## src/pkg/codec_serial_params.svh

```systemverilog
`ifndef CODEC_SERIAL_PARAMS_SVH
`define CODEC_SERIAL_PARAMS_SVH

// bits moved per data transfer interval
`define CODEC_WORD_BITS       16
// shift clocks per frame, small and large cascade
`define CODEC_FRAME_SMALL     256
`define CODEC_FRAME_LARGE     512
// master shift clock half period in mclk cycles, after reset
`define CODEC_HALF_DIV_RST    8'h02
`define CODEC_HALF_DIV_W      8
`define CODEC_FRAME_CNT_W     9

`endif

```

## src/pkg/codec_serial_pkg.sv

```systemverilog
package codec_serial_pkg;

  // pins toward the host serial port, as seen from the device
  typedef struct packed {
    logic master_slave_select;
    logic power_down_n;
    logic cascade_large;
    logic serial_shift_clock;
    logic frame_strobe;
    logic serial_in;
  } link_in_t;

  typedef struct packed {
    logic serial_shift_clock;
    logic serial_shift_clock_oe;
    logic frame_strobe;
    logic frame_strobe_oe;
    logic serial_out;
    logic serial_out_oe;
  } link_out_t;

  typedef enum logic [1:0] {
    MODE_POWER_DOWN,
    MODE_MASTER,
    MODE_SLAVE
  } port_mode_t;

endpackage : codec_serial_pkg

```

## src/design/shift_word.sv

```systemverilog
`timescale 1ns/100ps
module shift_word #(
  parameter int WIDTH = 16
) (
  input  wire logic             mclk,
  input  wire logic             clear,
  input  wire logic             load,
  input  wire logic [WIDTH-1:0] load_data,
  input  wire logic             launch,
  input  wire logic             sample,
  input  wire logic             sample_bit,
  output logic                  out_bit,
  output logic [WIDTH-1:0]      in_word
);

  logic [WIDTH-1:0] tx_sh;

  // load puts the msb on the line at once, later launches walk down
  always_ff @(posedge mclk) begin
    if (clear) begin
      tx_sh   <= '0;
      out_bit <= 1'b0;
    end else if (load) begin
      out_bit <= load_data[WIDTH-1];
      tx_sh   <= {load_data[WIDTH-2:0], 1'b0};
    end else if (launch) begin
      out_bit <= tx_sh[WIDTH-1];
      tx_sh   <= {tx_sh[WIDTH-2:0], 1'b0};
    end
  end

  always_ff @(posedge mclk) begin
    if (clear) begin
      in_word <= '0;
    end else if (sample) begin
      in_word <= {in_word[WIDTH-2:0], sample_bit};
    end
  end

endmodule : shift_word

```

## src/design/codec_serial_clock_power_ctrl.sv

```systemverilog
`timescale 1ns/100ps
`include "codec_serial_params.svh"
// Functional notes
// - master_slave_select high makes the port master, low makes it slave.
// - power_down_n low disables the serial port and stops the fast clocks.
// - configuration registers survive power-down; operation resumes with no reprogramming.
// - power-down clears the counters and the shift registers, never the configuration.
// - reset loads every configuration register with its default value.
// - master drives shift clock at 256 or 512 times the frame rate.
// - data shifts on serial_in and serial_out only inside the frame interval.
// - all internal clocking derives from the master clock input.
// - master generates frame_strobe low during transfer; slave takes host's.
// - serial_in sampled on falling shift clock while frame_strobe is low.
// - serial_out launched on rising edge while strobe low, else released.
// - primary frames repeat every 256 or 512 shift clocks.
module codec_serial_clock_power_ctrl
  import codec_serial_pkg::*;
#(
  parameter int WORD_BITS = `CODEC_WORD_BITS
) (
  input  wire logic                         mclk,
  input  wire logic                         sys_rst,
  input  wire link_in_t                     link_in,
  output link_out_t                         link_out,
  input  wire logic                         cfg_we,
  input  wire logic [`CODEC_HALF_DIV_W-1:0] cfg_half_div,
  output logic [`CODEC_HALF_DIV_W-1:0]      half_div,
  input  wire logic [WORD_BITS-1:0]         tx_word,
  output logic                              tx_taken,
  output logic [WORD_BITS-1:0]              rx_word,
  output logic                              rx_valid,
  output port_mode_t                        mode
);

  localparam int BW = $clog2(WORD_BITS + 1);
  localparam logic [`CODEC_FRAME_CNT_W-1:0] LAST_SMALL =
    `CODEC_FRAME_CNT_W'(`CODEC_FRAME_SMALL - 1);
  localparam logic [`CODEC_FRAME_CNT_W-1:0] LAST_LARGE =
    `CODEC_FRAME_CNT_W'(`CODEC_FRAME_LARGE - 1);
  localparam logic [`CODEC_FRAME_CNT_W-1:0] XFER_END =
    `CODEC_FRAME_CNT_W'(WORD_BITS);

  link_in_t                         sync1;
  link_in_t                         sync2;
  logic                             sclk_prev;
  logic [`CODEC_HALF_DIV_W-1:0]     div_cnt;
  logic                             sclk_gen;
  logic [`CODEC_FRAME_CNT_W-1:0]    frame_cnt;
  logic [BW-1:0]                    bit_cnt;
  logic [WORD_BITS-1:0]             in_word;
  logic                             out_bit;
  logic                             running;
  logic                             div_wrap;
  logic                             rise_ev;
  logic                             fall_ev;
  logic                             fs_low;
  logic                             in_xfer;
  logic                             launch;
  logic                             sample;
  logic                             load;
  logic [`CODEC_FRAME_CNT_W-1:0]    frame_last;

  // two flops on every pin before any logic looks at it
  always_ff @(posedge mclk) begin
    sync1 <= link_in;
    sync2 <= sync1;
  end

  always_ff @(posedge mclk) begin
    if (sys_rst) begin
      mode <= MODE_POWER_DOWN;
    end else begin
      case ({sync2.power_down_n, sync2.master_slave_select})
        2'b11:   mode <= MODE_MASTER;
        2'b10:   mode <= MODE_SLAVE;
        default: mode <= MODE_POWER_DOWN;
      endcase
    end
  end

  assign running = (mode != MODE_POWER_DOWN);

  // configuration is touched by reset and writes only, never by power-down
  always_ff @(posedge mclk) begin
    if (sys_rst) begin
      half_div <= `CODEC_HALF_DIV_RST;
    end else if (cfg_we) begin
      half_div <= (cfg_half_div == '0) ? 8'h01 : cfg_half_div;
    end
  end

  // master shift clock divided down from mclk
  // >= so that a smaller divider written mid-run cannot stall the clock
  assign div_wrap = (mode == MODE_MASTER) && (div_cnt >= half_div - 8'h01);

  always_ff @(posedge mclk) begin
    if (sys_rst || mode != MODE_MASTER) begin
      div_cnt  <= '0;
      sclk_gen <= 1'b0;
    end else if (div_wrap) begin
      div_cnt  <= '0;
      sclk_gen <= ~sclk_gen;
    end else begin
      div_cnt  <= div_cnt + 8'h01;
    end
  end

  always_ff @(posedge mclk) begin
    sclk_prev <= sync2.serial_shift_clock;
  end

  always_comb begin
    rise_ev = 1'b0;
    fall_ev = 1'b0;
    fs_low  = 1'b0;
    case (mode)
      MODE_MASTER: begin
        rise_ev = div_wrap && !sclk_gen;
        fall_ev = div_wrap && sclk_gen;
        fs_low  = (frame_cnt < XFER_END);
      end
      MODE_SLAVE: begin
        rise_ev = sync2.serial_shift_clock && !sclk_prev;
        fall_ev = !sync2.serial_shift_clock && sclk_prev;
        fs_low  = !sync2.frame_strobe;
      end
      default: begin
        rise_ev = 1'b0;
        fall_ev = 1'b0;
        fs_low  = 1'b0;
      end
    endcase
  end

  assign frame_last = sync2.cascade_large ? LAST_LARGE : LAST_SMALL;

  // shift clocks counted per frame; the strobe falls when this wraps
  always_ff @(posedge mclk) begin
    if (sys_rst || mode != MODE_MASTER) begin
      frame_cnt <= '0;
    end else if (fall_ev) begin
      if (frame_cnt >= frame_last) begin
        frame_cnt <= '0;
      end else begin
        frame_cnt <= frame_cnt + 9'h001;
      end
    end
  end

  assign in_xfer = fs_low && (bit_cnt < BW'(WORD_BITS));
  assign load    = rise_ev && in_xfer && (bit_cnt == '0);
  assign launch  = rise_ev && in_xfer && (bit_cnt != '0);
  assign sample  = fall_ev && in_xfer;

  always_ff @(posedge mclk) begin
    if (sys_rst || !running || !fs_low) begin
      bit_cnt <= '0;
    end else if (sample) begin
      bit_cnt <= bit_cnt + BW'(1);
    end
  end

  shift_word #(
    .WIDTH      (WORD_BITS)
  ) u_shift (
    .mclk       (mclk),
    .clear      (sys_rst || !running),
    .load       (load),
    .load_data  (tx_word),
    .launch     (launch),
    .sample     (sample),
    .sample_bit (sync2.serial_in),
    .out_bit    (out_bit),
    .in_word    (in_word)
  );

  assign tx_taken = load;

  always_ff @(posedge mclk) begin
    if (sys_rst) begin
      rx_valid <= 1'b0;
    end else begin
      rx_valid <= sample && (bit_cnt == BW'(WORD_BITS - 1));
    end
  end

  assign rx_word = in_word;

  always_comb begin
    link_out.serial_shift_clock    = sclk_gen;
    link_out.serial_shift_clock_oe = (mode == MODE_MASTER);
    link_out.frame_strobe          = !fs_low;
    link_out.frame_strobe_oe       = (mode == MODE_MASTER);
    link_out.serial_out            = out_bit;
    link_out.serial_out_oe         = running && fs_low;
  end
endmodule : codec_serial_clock_power_ctrl

```

## config.mk

```make
export PLATFORM = sky130hd
export DESIGN_NAME = codec_serial_clock_power_ctrl
export DESIGN_NICKNAME = d
export VERILOG_FILES = /design/src/pkg/codec_serial_pkg.sv /design/src/design/shift_word.sv /design/src/design/codec_serial_clock_power_ctrl.sv
export VERILOG_INCLUDE_DIRS = /design/src /design/src/pkg
export SDC_FILE = /design/constraint.sdc
export NUM_CORES = 1
export LEC_CHECK = 0
export BUFFER_PORTS_ARGS = -buffer_cell sky130_fd_sc_hd__buf_4
export CAP_MARGIN = 25
export CORE_MARGIN = 4
export CORE_UTILIZATION = 40
export DETAILED_ROUTE_END_ITERATION = 8
export PLACE_DENSITY_LB_ADDON = 0.12
export SYNTH_ARGS = -nofsm -noshare
export SYNTH_HDL_FRONTEND = slang
export SYNTH_SLANG_ARGS = --single-unit
export TNS_END_PERCENT = 5
```

## constraint.sdc

```tcl
create_clock -name mclk -period 3.3 [get_ports mclk]
set_clock_uncertainty 0.05 [all_clocks]
set_input_delay 0.33 -clock mclk [delete_from_list [all_inputs] [get_ports mclk]]
set_output_delay 0.33 -clock mclk [all_outputs]
set_load 0.01 [all_outputs]
```

==> results.tsv, run 1 <==
metric	value	unit
yosys-top-cells-area	dfxtp_1, mux2i_1, ha_1, a211oi_1, nor2_1	
drc	0	
ys_seq_area_share	43.9	%
cts_hold_buf	0	
place_inst	557	
htree_num_levels	3	
io_buffers	66	
layoutNonFillerInstCount	573	
grt_usage	16.2	%
dr.pass1.iters	4	
syn_inst	395	
grt_pass1_wl	13.4	mm
clock_latency	0.35	ns
die-area	10600	um^2
nFillCells	849	
crit_buf_inv	2	
drive_above_1_share	21.3	%
start_kind	flop	
wirelength	8.11	mm
irDropWorstVdd	0.323	mV
slew_violations	0	
boundaryPins	67	
die_y	103	um
crit_arrival	2.66	ns
timing.critical_path.slowest_stage_cell	dfxtp_1	
criticalPathCategory	reg2out	
status	completed	
cp_cell_sequence	inv_1 -> ha_1 -> xnor2_1 -> ha_1 -> a31oi_1 -> nor2b_1 -> o21ai_1 -> a211o_1 -> a21oi_2 -> and2_1 -> buf_4	
avgSynthCellArea	9.11	um^2
clock_path_buffers	2	
synth_edf_count	0	
grt_max_degree	29	
post_drt_wl_per_cell	14.2	um
hold_depth	1	
power.switching	0.435	mW
design_area	4410	um^2
synth_flop_cell	dfxtp_1	
yosysTopAreaCellShare	43.9	%
yosys-top-cells-count	dfxtp_1, nor2_1, nand2_1, mux2i_1, nand3_1	
rsz0062_at_grt	false	
area_growth	22.5	%
postLayoutCoreUtil	50.5	%
fin_crit_sh	92.0	%
cts_buffers	9	
cts_sinks	79	
highest_layer	met4	
cts_resized	0	
yosysMostFrequentCell	dfxtp_1	
slew_headroom	55.7	%
syn_area	3600	um^2
clkPwrFrac	39.1	%
vias	2975	
drt-vias-per-instance	5.19	
power_switching_share	23.6	%
drt_first_iter_violations	109	
cts.clk_slew.worst_paths	0.08	ns
wl_met1	3.88	mm
leakage	1.88	nW
async_reset_ff_share	0	%
power.internal	1.41	mW
tns	0	ns
die_x	103	um
dr_wl_met2	3.69	mm
synth_cell_type_count	46	
placed_cell_area	4200	um^2
post_cts_buffers	0	
endpoint_kind	output port	
hold_viol	0	
power_density	418	nW/um^2
path_max_fanout	6	
hold_class	in2reg	
setup_viol	0	
ff2ff_path_depth	11	
core	8720	um^2
initial_core_util	41.3	%
globalplace.congestion	0.880	
overflow	0	
synth_seq_cells	79	
cts_tree	done	
rows	34	
grt_pass1_vias	2838	
yosys.area.top_type	dfxtp_1	
crit_cells	11	
combPwrFrac	7.5	%
drv_cap	0	
slowest_delay	0.44	ns
worst_pin_slew	0.662	ns
antenna_cells	0	
fmax	329	MHz
power.share.sequential	53.3	%
mappedNetlistNets	446	
wl_met3	433	um
worst_path_most_repeated_cell	ha_1	
postRouteAntennaNets	0	
hpwl	5.80	mm
ys.warnings.count	0	
whs	0.0278	ns
cpLargestDelayFamily	compound AO/OA/AOI/OAI gates	
antenna_found_initial	0	
fin_crit	3.04	ns
worstPathRequired	2.92	ns
clockRootBuffer	clkbuf_8	
nNetsFinal	511	
through the flow:
step                worst slack (ns)  power [mW]
floorplan                      0.560        1.08
global placement               0.562        1.14
finish                         0.264        1.84
detailed placement             0.433        1.14
CTS                            0.126        1.88
global route                  0.0253        1.94
registers in the layout, summed over array words and instances, names as in the netlist:
| signal | flops |
|---|---|
| bit_cnt | 5 |
| div_cnt | 8 |
| frame_cnt | 9 |
| half_div | 8 |
| mode | 2 |
| rx_valid | 1 |
| sclk_gen | 1 |
| sclk_prev | 1 |
| sync1 | 6 |
| sync2 | 6 |
| u_shift.in_word | 16 |
| u_shift.out_bit | 1 |
| u_shift.tx_sh | 15 |
path summary, 6_finish.rpt:
path | end | startpoint | slack [ns]
max reg2reg | frame_cnt[4]$_SDFFE_PP0N_ | half_div[2]$_SDFFE_PP0P_ | 0.54
max | tx_taken | half_div[0]$_SDFFE_PP0P_ | 0.26
min reg2reg | sync2[1]$_DFF_P_ | sync1[1]$_DFF_P_ | 0.28
min | sync1[4]$_DFF_P_ | link_in[4] | 0.03
worst register-to-register path, stage by stage (launching register included):
cell and delay, ns:
dfxtp_1 0.37, nor4_2 0.35, nand2_1 0.11, xor2_1 0.15
ha_1 0.29, nand2_1 0.07, nor2_1 0.14, o2111ai_1 0.24
a21boi_0 0.23, buf_4 0.21, nand3_1 0.13, a221oi_1 0.33
kinds of logic (layout without fill, tap and decap cells):
kind of cell    after synthesis  count (layout)  share of synthesized area [%]
xor+xnor                     14              14                           3.41
compound gates               86              86                           15.8
fa+ha+maj                    18              18                           6.26
buf+inv                      33             103                           4.00
mux                          25              25                           6.95
flops                        79              79                           43.9
simple gates                140             140                           19.6
per-layer routing:
| metal | track usage [%] | vias up |
|---|---|---|
| met5 | 0 | - |
| met4 | 5.68 | 0 |
| met3 | 4.19 | 8 |
| met2 | 25.4 | 57 |
| met1 | 21.8 | 1372 |
| li1 | - | 1538 |
power groups by stage:
stage	sequential (mW)	combinational, mW	clock (mW)
5_1_grt	0.985	0.157	0.795
6_report	0.983	0.139	0.721
3_3_place_gp	1.00	0.138	0
3_5_place_dp	1.00	0.139	0
2_1_floorplan	1.00	0.0746	0
4_1_cts	0.982	0.139	0.755
cell usage in the layout (no fill, tap or decap), drive strengths merged, types with 2 or more instances in the layout:
cell type and instances:
dfxtp 79, buf 73, nor2 35, nand2 31
mux2i 25, nand3 25, o21ai 22, o22ai 18
ha 18, nand2b 17, a211oi 17, inv 14
and3 12, clkbuf 11, a21oi 10, xnor2 8
xor2 6, nor3 3, a31oi 3, nand3b 3
and2 3, a21o 3, o21a 3, clkinvlp 3
a21boi 2, nor4 2, nor4b 2, nor3b 2
area by class of cell:
class,instances,area (um^2),share of cell area [%]
clock buffers,11,141,3.21
repair buffers,73,548,12.4
well taps,108,135,3.07
clock inverters,5,57.6,1.31
flip-flops and latches,79,1580,35.9
inverters,14,52.6,1.19
multi-input cells,283,1890,42.9
Power figures use the tool's default switching activity.
==> run 2, diff against run 1 <==
--- a/config.mk
+++ b/config.mk
@@ -6,6 +6,7 @@
 export SDC_FILE = /design/constraint.sdc
 export NUM_CORES = 1
 export LEC_CHECK = 0
+export ABC_AREA = 1
 export BUFFER_PORTS_ARGS = -buffer_cell sky130_fd_sc_hd__buf_4
 export CAP_MARGIN = 25
 export CORE_MARGIN = 4
==> results.tsv, run 2 <==
metric	value	unit
core	8850	um^2
crit_buf_inv	3	
drc	0	
slowest_delay	0.33	ns
ys_seq_area_share	43.1	%
synth_cell_type_count	27	
syn_area	3670	um^2
drive_above_1_share	18.0	%
nNetsFinal	597	
yosysMostFrequentCell	nand2_1	
htree_num_levels	3	
status	completed	
cts_buffers	9	
drv_cap	0	
power	1.86	mW
clockRootBuffer	clkbuf_8	
post_drt_wl_per_cell	12.3	um
ys.warnings.count	0	
cts_tree	done	
clock_path_buffers	2	
mappedNetlistNets	530	
setup_viol	0	
initial_core_util	41.5	%
path_max_fanout	17	
yosys-top-cells-area	dfxtp_1, nand2_1, a21oi_1, ha_1, nor2_1	
globalplace.congestion	0.843	
yosys.area.top_type	dfxtp_1	
clock_latency	0.36	ns
slew_violations	0	
fin_crit	2.95	ns
irDropWorstVdd	0.248	mV
combPwrFrac	7.9	%
cts_sinks	79	
hold_viol	0	
async_reset_ff_share	0	%
antenna_cells	0	
overflow	0	
synth_seq_cells	79	
regMostFlops	u_shift.in_word	
criticalPathCategory	reg2out	
hold_class	in2reg	
postRouteAntennaNets	0	
antenna_found_initial	0	
nFillCells	909	
postLayoutCoreUtil	50.1	%
largest_register_ffs	16	
drt-vias-per-instance	4.86	
yosys-top-cells-count	nand2_1, dfxtp_1, nor2_1, a21oi_1, inv_1	
boundaryPins	67	
grt_max_degree	30	
layout_commonest_cell	nand2_1	
dr.pass1.iters	4	
die_x	104	um
slew_headroom	52.5	%
syn_inst	479	
drt_first_iter_violations	85	
crit_arrival	2.57	ns
power.share.sequential	52.6	%
tns	0	ns
place_inst	639	
yosysTopAreaCellShare	43.1	%
worst_pin_slew	0.712	ns
io_buffers	66	
cp_cell_sequence	inv_2 -> ha_2 -> nand2_1 -> nor3_2 -> xor2_1 -> inv_1 -> ha_1 -> nand2_1 -> o21a_1 -> nand2_1 -> nand3_2 -> nand2_4 -> nand2_4 -> nor2_1 -> buf_4	
top_regs	u_shift.in_word x16, u_shift.tx_sh x15, frame_cnt x9	
leakage	1.77	nW
power_switching_share	25.1	%
power.internal	1.40	mW
synth_flop_cell	dfxtp_1	
cts.clk_slew.worst_paths	0.08	ns
die-area	10800	um^2
cpLargestDelayFamily	simple AND/OR/NAND/NOR gates	
hpwl	5.79	mm
timing.critical_path.slowest_stage_cell	dfxtp_1	
rsz0062_at_grt	false	
die_y	104	um
rows	34	
layoutNonFillerInstCount	659	
area_growth	20.7	%
fmax	339	MHz
grt_pass1_wl	13.9	mm
layout_common_cells	nand2_1, dfxtp_1, buf_4	
fin_crit_sh	89.5	%
power.switching	0.468	mW
endpoint_kind	output port	
avgSynthCellArea	7.67	um^2
worst_path_most_repeated_cell	nand2_1	
clkPwrFrac	39.4	%
vias	3200	
start_kind	flop	
power_density	420	nW/um^2
worstPathRequired	2.92	ns
grt_usage	15.3	%
synth_edf_count	0	
grt_pass1_vias	3105	
wirelength	8.08	mm
[run 2: cell types whose count changed after synthesis, moves of 7 or more]
cell      change
nand2b_1     -17
nor2_1       +23
nand4_1       +7
mux2i_1      -25
nand3_1      +14
nand2_1      +53
inv_1        +32
o22ai_1      -18
o21ai_0      +13
a21oi_1      +48
and3_1       -12
a211oi_1     -15
[run 2: cell type report]
cell class | instances | area [um^2] | area share (%)
repair buffers | 76 | 578 | 13.0
well taps | 108 | 135 | 3.05
clock buffers | 9 | 124 | 2.79
inverters | 49 | 184 | 4.15
flip-flops and latches | 79 | 1580 | 35.7
multi-input cells | 331 | 1760 | 39.6
clock inverters | 7 | 77.6 | 1.75
[run 2: path summary, 6_finish.rpt]
kind,start,end,slack (ns),cells after the start
worst max register to register,half_div[0]$_SDFFE_PP0P_,frame_cnt[1]$_SDFFE_PP0N_,0.55,15
worst max-delay path,half_div[0]$_SDFFE_PP0P_,tx_taken,0.35,15
worst min-delay path,link_in[1],sync1[1]$_DFF_P_,0.03,1
worst min register to register,sync1[3]$_DFF_P_,sync2[3]$_DFF_P_,0.28,0
[run 2: power by group through the flow]
| stage | logic, mW | clock network [mW] | registers, mW |
|---|---|---|---|
| detailed placement | 0.145 | 0 | 1.00 |
| global route | 0.170 | 0.798 | 0.983 |
| finish | 0.148 | 0.735 | 0.981 |
| CTS | 0.147 | 0.756 | 0.981 |
| global placement | 0.144 | 0 | 1.00 |
| floorplan | 0.0801 | 0 | 1.00 |
[run 2: per-stage QoR]
stage | worst slack [ns] | hold slack, ns | instance area (um^2)
3_5_place_dp | 0.395 | 0.262 | 4180
3_3_place_gp | 0.451 | 0.263 | 4180
4_1_cts | 0.127 | 0.00363 | 4390
6_report | 0.347 | 0.0275 | 4440
5_1_grt | 0.0237 | 0.00562 | 4440
2_1_floorplan | 0.671 | 0.260 | 3670
[run 2: logic make-up after synthesis]
group | after synthesis | synth area share [%]
compound gates | 95 | 13.2
flops | 79 | 43.1
simple gates | 201 | 24.0
buf+inv | 69 | 9.50
xor+xnor | 17 | 4.05
fa+ha+maj | 18 | 6.13
[run 2: timing repair]
item / 4_1_cts / 5_1_grt
setup endpoints to repair: 1 / 1
hold buffers: 0 / 3
pin swaps: 1 / 0
buffers inserted: 1 / 0
gates resized for setup: 0 / 4
endpoints found under the hold margin: 0 / 3
[run 2: worst register-to-register path, delay by kind of cell, from the launching register on]
kind,cells,cell delay (ns)
AO/OA/AOI/OAI,2,0.25
XOR/XNOR,1,0.16
adder cells (fa/ha/maj),2,0.46
buffers and inverters,2,0.15
flip-flops,1,0.33
AND/OR/NAND/NOR,8,1.24
[run 2: layer usage]
| layer | vias up | part of all wire, % | global-route usage (%) |
|---|---|---|---|
| li1 | 1692 | - | - |
| met1 | 1457 | 49 | 19.0 |
| met2 | 42 | 47 | 25.8 |
| met3 | 9 | 3.4 | 4.79 |
| met4 | 0 | 1.1 | 3.99 |
| met5 | - | 0 | 0 |
==> run 3, diff against run 2 <==
--- a/config.mk
+++ b/config.mk
@@ -13,6 +13,8 @@
 export CORE_UTILIZATION = 40
 export DETAILED_ROUTE_END_ITERATION = 8
 export PLACE_DENSITY_LB_ADDON = 0.12
+export SETUP_SLACK_MARGIN = 0.5
+export SLEW_MARGIN = 10
 export SYNTH_ARGS = -nofsm -noshare
 export SYNTH_HDL_FRONTEND = slang
 export SYNTH_SLANG_ARGS = --single-unit
==> results.tsv, run 3 (same netlist as run 2, synthesis figures left out) <==
metric	value	unit
highest_layer	met4	
path_max_fanout	3	
overflow	0	
largest_register_ffs	16	
drt-vias-per-instance	4.88	
status	completed	
layout_setup_ws	0.533	ns
drt_first_iter_violations	98	
die_x	104	um
cpLargestDelayFamily	simple AND/OR/NAND/NOR gates	
post_drt_wl_per_cell	12.4	um
globalplace.congestion	0.843	
die-area	10800	um^2
cts_buffers	9	
cts_sinks	79	
power_switching_share	25.2	%
start_kind	flop	
fmax	361	MHz
power.switching	0.474	mW
wl_met1	3.97	mm
leakage	1.80	nW
antenna_cells	0	
top_regs	u_shift.in_word x16, u_shift.tx_sh x15, frame_cnt x9	
hold_viol	0	
fin_crit_sh	83.9	%
endpoint_kind	output port	
dp_slack	0.395	ns
wirelength	8.26	mm
wl_met3	314	um
worstPathRequired	2.92	ns
layout_common_cells	nand2_1, buf_4, dfxtp_1	
boundaryPins	67	
core	8850	um^2
drive_above_1_share	21.9	%
clockRootBuffer	clkbuf_8	
rows	34	
initial_core_util	41.5	%
clkPwrFrac	38.8	%
regMostFlops	u_shift.in_word	
rsz0062_at_grt	true	
setup_viol	0	
dr_wl_met2	3.89	mm
crit_arrival	2.39	ns
power	1.88	mW
timing.critical_path.slowest_stage_cell	dfxtp_2	
clock_path_buffers	2	
antenna_found_initial	0	
cp_cell_sequence	inv_4 -> ha_4 -> nand2_2 -> nor3_2 -> xor2_1 -> inv_1 -> ha_4 -> nand2_2 -> o21a_1 -> nand2_4 -> nand3_4 -> nand2_4 -> nand2_8 -> nor2_4 -> buf_6	
postRouteAntennaNets	0	
power.share.sequential	52.1	%
tns	0	ns
cts_tree	done	
power_density	409	nW/um^2
vias	3250	
nNetsFinal	604	
slowest_delay	0.34	ns
postLayoutCoreUtil	52.0	%
grt_max_degree	30	
grt_pass1_wl	14.0	mm
slew_violations	0	
htree_num_levels	3	
power.internal	1.41	mW
grt_pass1_vias	3141	
area_growth	25.2	%
slew_headroom	51.9	%
crit_buf_inv	3	
hpwl	5.79	mm
criticalPathCategory	reg2out	
clock_latency	0.35	ns
worst_pin_slew	0.721	ns
combPwrFrac	9.0	%
cts.clk_slew.worst_paths	0.08	ns
grt_usage	15.5	%
dr.pass1.iters	4	
drv_cap	0	
irDropWorstVdd	0.248	mV
fin_crit	2.77	ns
io_buffers	66	
die_y	104	um
drc	0	
hold_class	in2reg	
run 3: per-stage QoR:
step / std cells / area, um^2 / hold slack, ns
5_1_grt: 666 / 4600 / 0.00562
2_1_floorplan: 479 / 3670 / 0.260
6_report: 666 / 4600 / 0.0309
3_3_place_gp: 639 / 4180 / 0.263
3_5_place_dp: 639 / 4180 / 0.262
4_1_cts: 660 / 4490 / 0.00363
run 3: power by group through the flow:
stage | Clock (mW) | Combinational [mW] | Sequential [mW]
floorplan | 0 | 0.0801 | 1.00
finish | 0.731 | 0.170 | 0.982
global route | 0.798 | 0.191 | 0.985
CTS | 0.756 | 0.158 | 0.982
detailed placement | 0 | 0.145 | 1.00
global placement | 0 | 0.144 | 1.00
run 3: final timing paths:
kind | startpoint | end | slack, ns | depth (start not counted)
worst max-delay path | half_div[0]$_SDFFE_PP0P_ | tx_taken | 0.53 | 15
worst min-delay path | link_in[1] | sync1[1]$_DFF_P_ | 0.03 | 1
worst max register to register | half_div[0]$_SDFFE_PP0P_ | frame_cnt[1]$_SDFFE_PP0N_ | 0.74 | 15
worst min register to register | sync1[3]$_DFF_P_ | sync2[3]$_DFF_P_ | 0.28 | 0
run 3: per-layer routing:
layer  vias to the layer above  track usage (%)
met3                         7             4.79
met2                        54             26.1
met4                         0             3.99
met5                         -                0
met1                      1484             19.2
li1                       1705                -
run 3: timing repair:
| item | CTS | global route |
|---|---|---|
| buffers inserted | 5 | 3 |
| resized for setup | 14 | 13 |
| pin swaps | 7 | 8 |
| hold buffers | 0 | 3 |
| setup endpoints to repair | 17 | 32 |
| hold endpoints to repair | 0 | 3 |
run 3: cell type report:
cell class              count  area, um^2
flip-flops and latches     79        1590
fillers                   895        4250
clock inverters             7        77.6
repair buffers             83         647
multi-input cells         331        1840
inverters                  49         186
well taps                 108         135
clock buffers               9         124
